$ cat src/pkg/power_seq_pkg.sv
// Package: states, timing constants and status carrier of the power-state sequencer
package power_seq_pkg;

	// ------------------------------------------------------------
	// Timing
	// ------------------------------------------------------------
	localparam longint unsigned CLK_HZ          = 64'd200_000_000;
	localparam longint unsigned ON_HOLD_S       = 64'd5;
	localparam longint unsigned OFF_HOLD_S      = 64'd3;
	localparam longint unsigned ON_HOLD_CYCLES  = ON_HOLD_S * CLK_HZ;
	localparam longint unsigned OFF_HOLD_CYCLES = OFF_HOLD_S * CLK_HZ;
	localparam int unsigned     CNT_W           = 32;
	localparam int unsigned     SYNC_STAGES     = 3;

	// ------------------------------------------------------------
	// Reset values
	// ------------------------------------------------------------
	localparam logic [2:0] SYNC_RESET = 3'h7;
	localparam logic [31:0] CNT_RESET = 32'h0;

	// ------------------------------------------------------------
	// States
	// ------------------------------------------------------------
	typedef enum logic [4:0] {
		ST_OFF      = 5'h01,
		ST_ON       = 5'h02,
		ST_SLEEP    = 5'h04,
		ST_DEEP     = 5'h08,
		ST_SHUTDOWN = 5'h10
	} power_state_e;

	typedef struct packed {
		logic rtc_run;
		logic baseband_on;
		logic cmd_accept;
		logic cpu_intermittent;
	} power_status_s;

endpackage

$ cat src/hw/power_state_sequencer.sv
// Power-state sequencer: power key / wake input, off/on/sleep/deep sleep, monitor outputs
module power_state_sequencer
	import power_seq_pkg::*;
#(
	parameter longint unsigned ON_HOLD  = ON_HOLD_CYCLES,
	parameter longint unsigned OFF_HOLD = OFF_HOLD_CYCLES
) (
	input  wire logic          ref_clk,
	input  wire logic          nrst,
	input  wire logic          power_key_n,
	input  wire logic          supply_ok,
	input  wire logic          psm_enable,
	input  wire logic          sleep_req,
	input  wire logic          deep_sleep_req,
	input  wire logic          wake_timer,
	input  wire logic          shutdown_done,
	output logic               power_on_indicator,
	output logic               aux_supply_out,
	output power_status_s      status
);

	// ------------------------------------------------------------
	// Key synchroniser, three stages; stage 0 feeds only stage 1
	// ------------------------------------------------------------
	logic [2:0] key_sync;
	logic [2:0] next_key_sync;
	logic       key_low;
	logic       next_key_low;

	always_comb begin
		next_key_sync = {key_sync[1:0], power_key_n};
		next_key_low  = key_low;
		if (key_sync[1] == key_sync[2]) begin
			next_key_low = ~key_sync[2];
		end
	end

	always_ff @(posedge ref_clk or negedge nrst) begin
		if (!nrst) begin
			key_sync <= SYNC_RESET;
			key_low  <= 1'b0;
		end else begin
			key_sync <= next_key_sync;
			key_low  <= next_key_low;
		end
	end

	// ------------------------------------------------------------
	// Hold counter, saturating so a very long press cannot wrap
	// ------------------------------------------------------------
	logic [CNT_W-1:0] hold_cnt;
	logic [CNT_W-1:0] next_hold_cnt;
	logic             on_long;
	logic             off_long;

	assign on_long  = 64'(hold_cnt) >= ON_HOLD - 64'd1;
	assign off_long = 64'(hold_cnt) >= OFF_HOLD - 64'd1;

	always_comb begin
		next_hold_cnt = CNT_RESET;
		if (key_low) begin
			next_hold_cnt = (&hold_cnt) ? hold_cnt : hold_cnt + 1'b1;
		end
	end

	always_ff @(posedge ref_clk or negedge nrst) begin
		if (!nrst) begin
			hold_cnt <= CNT_RESET;
		end else begin
			hold_cnt <= next_hold_cnt;
		end
	end

	// ------------------------------------------------------------
	// State machine
	// ------------------------------------------------------------
	power_state_e  state;
	power_state_e  next_state;
	logic          armed;
	logic          next_armed;
	logic          wait_release;
	logic          next_wait_release;
	logic          next_pmon;
	logic          next_aux;
	power_status_s next_status;

	always_comb begin
		next_state        = state;
		next_armed        = armed;
		next_wait_release = wait_release && key_low;
		if (!supply_ok) begin
			next_state        = ST_OFF;
			next_armed        = 1'b0;
			next_wait_release = 1'b0;
		end else begin
			unique case (state)
				ST_OFF: begin
					// Power on waits for the release after a long enough press
					if (key_low && on_long) begin
						next_armed = 1'b1;
					end
					if (!key_low && armed) begin
						next_state = ST_ON;
						next_armed = 1'b0;
					end
				end
				ST_ON, ST_SLEEP: begin
					// A waking press has already passed the off time, so it must be released first
					if (key_low && off_long && !wait_release) begin
						next_state = ST_SHUTDOWN;
					end else if (state == ST_ON && deep_sleep_req) begin
						next_state = ST_DEEP;
					end else if (state == ST_ON && sleep_req) begin
						next_state = ST_SLEEP;
					end else if (state == ST_SLEEP && !sleep_req) begin
						next_state = ST_ON;
					end
				end
				ST_DEEP: begin
					if ((key_low && on_long) || wake_timer) begin
						next_state        = ST_ON;
						next_wait_release = key_low;
					end
				end
				ST_SHUTDOWN: begin
					if (shutdown_done) begin
						next_state = ST_OFF;
					end
				end
			endcase
		end
		// Monitor follows the next state so it never lags the state register
		next_pmon = (next_state != ST_OFF);
		next_aux  = next_pmon && !(next_state == ST_DEEP && psm_enable);
		next_status.rtc_run          = supply_ok;
		next_status.baseband_on      = (next_state == ST_ON) ||
		                               (next_state == ST_SLEEP) ||
		                               (next_state == ST_SHUTDOWN);
		next_status.cmd_accept       = (next_state == ST_ON) || (next_state == ST_SLEEP);
		next_status.cpu_intermittent = (next_state == ST_SLEEP);
	end

	always_ff @(posedge ref_clk or negedge nrst) begin
		if (!nrst) begin
			state              <= ST_OFF;
			armed              <= 1'b0;
			wait_release       <= 1'b0;
			power_on_indicator <= 1'b0;
			aux_supply_out     <= 1'b0;
			status             <= '0;
		end else begin
			state              <= next_state;
			armed              <= next_armed;
			wait_release       <= next_wait_release;
			power_on_indicator <= next_pmon;
			aux_supply_out     <= next_aux;
			status             <= next_status;
		end
	end
endmodule

$ cat config.mk
export PLATFORM = sky130hd
export DESIGN_NAME = power_state_sequencer
export DESIGN_NICKNAME = d
export VERILOG_FILES = /design/src/pkg/power_seq_pkg.sv /design/src/hw/power_state_sequencer.sv
export SDC_FILE = /design/constraint.sdc
export NUM_CORES = 1
export LEC_CHECK = 0
export BUFFER_PORTS_ARGS = -buffer_cell sky130_fd_sc_hd__clkbuf_2
export CAP_MARGIN = 15
export CORE_ASPECT_RATIO = 0.9
export CORE_UTILIZATION = 42
export DETAILED_ROUTE_END_ITERATION = 12
export HOLD_SLACK_MARGIN = 0.15
export SYNTH_ARGS = -nofsm -noshare
export SYNTH_HDL_FRONTEND = slang
export SYNTH_SLANG_ARGS = --single-unit
$ cat constraint.sdc
create_clock -name ref_clk -period 3.6 [get_ports ref_clk]
set_input_delay 0.54 -clock ref_clk [delete_from_list [all_inputs] [get_ports ref_clk]]
set_output_delay 0.54 -clock ref_clk [all_outputs]
set_load 0.05 [all_outputs]
# Word-level counts from Yosys, hierarchy flattened

Cells that the tools add are included.

Register bits after elaboration: 49
Input port bits: 9
Output and inout bits: 6

Eq/ne operators: 14
Bitwise logic cells: 1
Add/subtract/negate cells: 1
Multiplexer cells: 18
Reduce and logical (&&, ||, !) cells: 20
Order comparisons: 2

Operator list:

| kind                  | count |
|---|---|
| $ge 32x30->1 const B  | 2 |
| $mux 32               | 2 |
| $mux 5                | 8 |
| $add 32x1->32 const B | 1 |
| $reduce_and 32->1     | 1 |
| $pmux 5 s4            | 1 |
| $eq 5x2->1 const B    | 2 |
| $eq 5x3->1 const B    | 2 |
| $eq 5x4->1 const B    | 2 |
| $eq 5x5->1 const B    | 2 |
| $logic_and 1x1->1     | 10 |
| $mux 1                | 7 |
| $eq 5x1->1 const B    | 1 |
| $ne 5x1->1 const B    | 1 |
| $logic_not 1->1       | 4 |
| $logic_or 1x1->1      | 3 |
| $ne 3x1->1 const B    | 1 |
| $ne 2x1->1 const B    | 1 |
| $ne 2x2->1 const B    | 1 |
| $reduce_and 2->1      | 1 |
| $reduce_or 2->1       | 1 |
| $eq 1x1->1            | 1 |
| $not 1->1             | 1 |

# Depth between registers and ports, before layout

Depth in word-level cells: 12
Mapped depth: 9
Mapped depth without buffers: 8

# Worst setup path after synthesis

No wires, ideal clock.

Kind: register to register
From: register hold_cnt[26]
To: register power_on_indicator
Setup slack: 1312 ps
Setup time: 124 ps
Arrival: 2164 ps
Clock period less this slack: 2288 ps
Stages on the path, launching flop included: 8
Path through: dfrtp_1 clkbuf_1 or4_1 a2111o_1 a21oi_4 a31oi_4 or2_1 a211o_1

Word-level cells in the longest chain between the ends: 7
Elaborated cells on any way between the ends: 11
Classes of those cells: order compare: 2; eq/ne: 1; mux: 4; reduce/logical: 4

RTL lines:

| element                                               | line                                                       | text |
|---|---|---|
| from (decl)                                           | power_state_sequencer.sv:51                                | `logic [CNT_W-1:0] hold_cnt;` |
| from (signal assigned)                                | power_state_sequencer.sv:70                                | `hold_cnt <= next_hold_cnt;` |
| $ge 32x30->1 (on tied branches)                       | power_state_sequencer.sv:56, power_state_sequencer.sv:57   |  |
| $logic_and 1x1->1 (on tied branches)                  | power_state_sequencer.sv:120, power_state_sequencer.sv:109 |  |
| $logic_or 1x1->1 or $logic_and 1x1->1 (tied branches) | power_state_sequencer.sv:120, power_state_sequencer.sv:109 |  |
| $mux 5 (on tied branches)                             | power_state_sequencer.sv:120, power_state_sequencer.sv:109 |  |
| $pmux 5 s4 (*)                                        | power_state_sequencer.sv:96                                | `unique case (state)` |
| $mux 5 (*)                                            | power_state_sequencer.sv:91                                | `if (!supply_ok) begin` |
| net next_state[3]                                     | power_state_sequencer.sv:78                                | `power_state_e next_state;` |
| $ne 5x1->1 (*)                                        | power_state_sequencer.sv:133                               | `next_pmon = (next_state != ST_OFF);` |
| net next_pmon                                         | power_state_sequencer.sv:83                                | `logic next_pmon;` |
| to (signal assigned)                                  | power_state_sequencer.sv:155                               | `power_on_indicator <= next_pmon;` |
| to (decl)                                             | power_state_sequencer.sv:17                                | `output logic power_on_indicator,` |

The timed path passes the listed nets; every way through them passes the cells marked *.
A chain may end at the register's enable or synchronous reset.

# Worst setup path in the final report

From: register hold_cnt[0]
To: register hold_cnt[25]

Word-level cells in the longest chain between the ends: 3
Elaborated cells on any way between the ends: 5
Classes of those cells: add/sub: 1; eq/ne: 1; mux: 2; reduce/logical: 1

RTL lines:

| element       | line                        | text |
|---|---|---|
| $add 32x1->32 | power_state_sequencer.sv:62 | `next_hold_cnt = (&hold_cnt) ? hold_cnt : hold_cnt + 1'b1;` |
| $mux 32       | power_state_sequencer.sv:62 |  |
| $mux 32       | power_state_sequencer.sv:61 | `if (key_low) begin` |

Several ways; a longest one is shown, not always the timed one. The select of a mux whose other input is x is not followed.

==> flow_summary.json <==
{
  "via_per_inst": 5.47,
  "grt_pass1_vias": 2041,
  "fillers": 667,
  "reg2reg_from": "hold_cnt[0]",
  "design_area_um2": 3090,
  "yosysMostFrequentCell": "dfrtp_1",
  "cts_tree": "built",
  "clock-sinks": 49,
  "wl_met2_mm": 2.64,
  "wl_per_cell_um": 14.7,
  "drt_pass1_iterations": 4,
  "power_frac_clock_pct": 33.4,
  "synth_area_um2": 2860,
  "antenna_left": 0,
  "rows": 28,
  "track_usage_pct": 18.3,
  "fin_ws_ns": 0.929,
  "clock_path_buffers": 2,
  "h-tree-depth": 2,
  "yosys.area_share.adder_pct": 0.437,
  "cp.buffers_inverters": 0,
  "core_um2": 6590,
  "ys_types": 56,
  "power_density_nw_per_um2": 310,
  "ir_drop_uv": 124,
  "synth_area_leaders": "dfrtp_1 39%, and2_1 5.2%, xnor2_1 5.2%",
  "port_buffers": 14,
  "nNetsFinal": 321,
  "synthArstFlopShare_pct": 100,
  "skew_ns": 0.00809,
  "crit_start": "hold_cnt[0]",
  "drive_gt1_share_pct": 12.8,
  "dpl.hpwl_mm": 4.16,
  "cp_max_fo": 11,
  "die_w_um": 89.0,
  "synth_seq_cells": 49,
  "hold-worst-slack_ns": 0.308,
  "finalPower_mw": 0.957,
  "wirelength_mm": 5.90,
  "wl_met3_um": 149,
  "drt_iter0_markers": 109,
  "synth_top_area_cell": "dfrtp_1",
  "critPathLaunchType": "register",
  "path_class": "register to register",
  "syn_nets": 313,
  "rsz0062_at_grt": "false",
  "critPathSlowestCell": "nand4_1",
  "synthMuxAreaShare_pct": 0.350,
  "insertedDiodeCount": 0,
  "top_layer_used": "met4",
  "min_period_over_period_pct": 74.2,
  "synth_edf_count": 0,
  "synthToLayoutAreaGrowth_pct": 7.87,
  "synthCells": 303,
  "tightest_slew_ns": 0.948,
  "max_stage_delay_ns": 0.51,
  "die_y_um": 80.3,
  "setup_tns_ns": 0,
  "vias": 2199,
  "setup_viol": 0,
  "status": "finished clean",
  "worstSkewPairLatency_ns": 0.30,
  "worstPathRequired_ns": 3.80,
  "pwr-share-seq_pct": 60.5,
  "hold_viol_final": 0,
  "cts_buffers": 5,
  "crit_family": "simple AND/OR/NAND/NOR gates",
  "swShare_pct": 24.9,
  "placed_cell_area_um2": 3000,
  "grt_pass1_wl_mm": 10.1,
  "slew_headroom_pct": 36.8,
  "cp_cell_sequence": "ha_1 -> nand2_1 -> nor4_1 -> nand4_1 -> and3_1 -> and4_1 -> xor2_1 -> and2_1",
  "synth_top_family_by_area": "simple AND/OR/NAND/NOR gates",
  "post_cts_buffers": 0,
  "drv_cap": 0,
  "ys.flop_type": "dfrtp_1",
  "antenna_found_initial": 0,
  "synth_compound_area_share_pct": 14.5,
  "met1_length_mm": 3.05,
  "drv_slew": 0,
  "power_switching_mw": 0.238,
  "drcViolationCount": 0,
  "cts-root-buf": "clkbuf_8",
  "power_leakage_nw": 1.39,
  "p_comb_share_pct": 6.0,
  "hold_start": "power_key_n",
  "critPathArrivalTime_ns": 2.87,
  "fin_crit_ns": 2.67,
  "cp-end-kind": "register",
  "place_ws_ns": 0.930,
  "holdBufCountCts": 0,
  "synth_top_cells_by_count": "45 x dfrtp_1, 25 x nand2_1, 24 x and2_1",
  "grt_overflow": 0,
  "gp_congestion": 0.807,
  "yosys.area_share.simple_pct": 31.2,
  "grt_max_degree": 38,
  "hp-class": "primary input to register",
  "seq_area_frac_synth_pct": 43.0,
  "max_freq_mhz": 374,
  "p_int_mw": 0.719,
  "cts_resized": 0,
  "dieArea_um2": 7150,
  "syn_avg_cell_area_um2": 9.45,
  "path_clk_slew_ns": 0.09,
  "synth_top_area_share_pct": 39.3,
  "pin_count": 15,
  "yosysWarnings": 0,
  "synthXorXnorAreaFrac_pct": 7.65,
  "start_util_pct": 43.5
}
## power by group through the flow
stage          registers [mW]  logic [mW]  clock network, mW
3_3_place_gp            0.590      0.0589                  0
2_1_floorplan           0.585      0.0336                  0
6_report                0.579      0.0577              0.320
3_5_place_dp            0.590      0.0595                  0
5_1_grt                 0.582      0.0671              0.355
4_1_cts                 0.580      0.0598              0.333
## kinds of logic (layout without fill, tap and decap cells)
logic type	after synthesis	count (layout)
AO/OA/AOI/OAI	50	50
XOR/XNOR	25	25
adder cells (fa/ha/maj)	1	1
buffers and inverters	21	30
flip-flops	49	49
multiplexers	1	1
AND/OR/NAND/NOR	156	156
## routing by layer
metal,global-route usage (%),up-vias
met5,0,-
met4,5.24,0
met3,3.39,5
met2,27.2,24
met1,27.0,1073
li1,-,1097
## state kept, by name, indices dropped and copies added (netlist names)
signal / count
aux_supply_out: 1
wait_release: 1
key_low: 1
power_on_indicator: 1
key_sync: 3
status: 4
hold_cnt: 32
armed: 1
state: 5
## layout make-up
| class | count | area (um2) | share of cell area (%) |
|---|---|---|---|
| inverter | 6 | 22.5 | 0.729 |
| clock inverter | 3 | 17.5 | 0.567 |
| clock buffer | 5 | 68.8 | 2.23 |
| tap | 90 | 113 | 3.65 |
| sequential | 49 | 1230 | 39.9 |
| timing repair buffer | 16 | 85.1 | 2.76 |
| multi-input combinational | 233 | 1550 | 50.2 |
## cells in the final DEF, fill, tap and decap left out, types with 4 or more instances in the layout
cell type,count
clkbuf_8,5
dfrtp_1,45
dfstp_2,4
nand2b_1,5
and2_1,24
xor2_1,8
or3_1,4
a21boi_0,5
nand3_1,17
and4_1,5
or4_1,4
nor2b_1,8
inv_1,6
nor2_1,17
a21oi_1,4
nand4_1,12
and3_1,10
nand2_1,25
xnor2_1,17
clkbuf_2,14
nor3_1,10
o21ai_0,13
## worst register-to-register path, delay by kind of cell (launching register included)
kind | cells | cell delay [ns]
and+or+nand+nor | 6 | 1.87
adders and majority gates | 1 | 0.19
DFF | 1 | 0.38
xor gates and xnor gates | 1 | 0.13
## through the flow
| stage | utilization [%] | std cells |
|---|---|---|
| after global routing | 46.9 | 402 |
| after global placement | 45.6 | 394 |
| after detailed placement | 45.6 | 394 |
| after CTS | 46.9 | 402 |
| final | 46.9 | 402 |
| after floorplan | - | 303 |
## final timing paths
kind / slack, ns / cells after the start / endpoint
setup / recovery: 0.93 / 8 / hold_cnt[25]
hold / removal: 0.31 / 1 / key_sync[0]
setup reg to reg: 0.93 / 8 / hold_cnt[25]
hold reg to reg: 0.36 / 0 / key_sync[1]
max in group asynchronous: 2.42 / 2 / key_sync[2]
min in group asynchronous: 0.37 / 1 / hold_cnt[16]
Note: power is estimated with default switching activity, not from simulation.
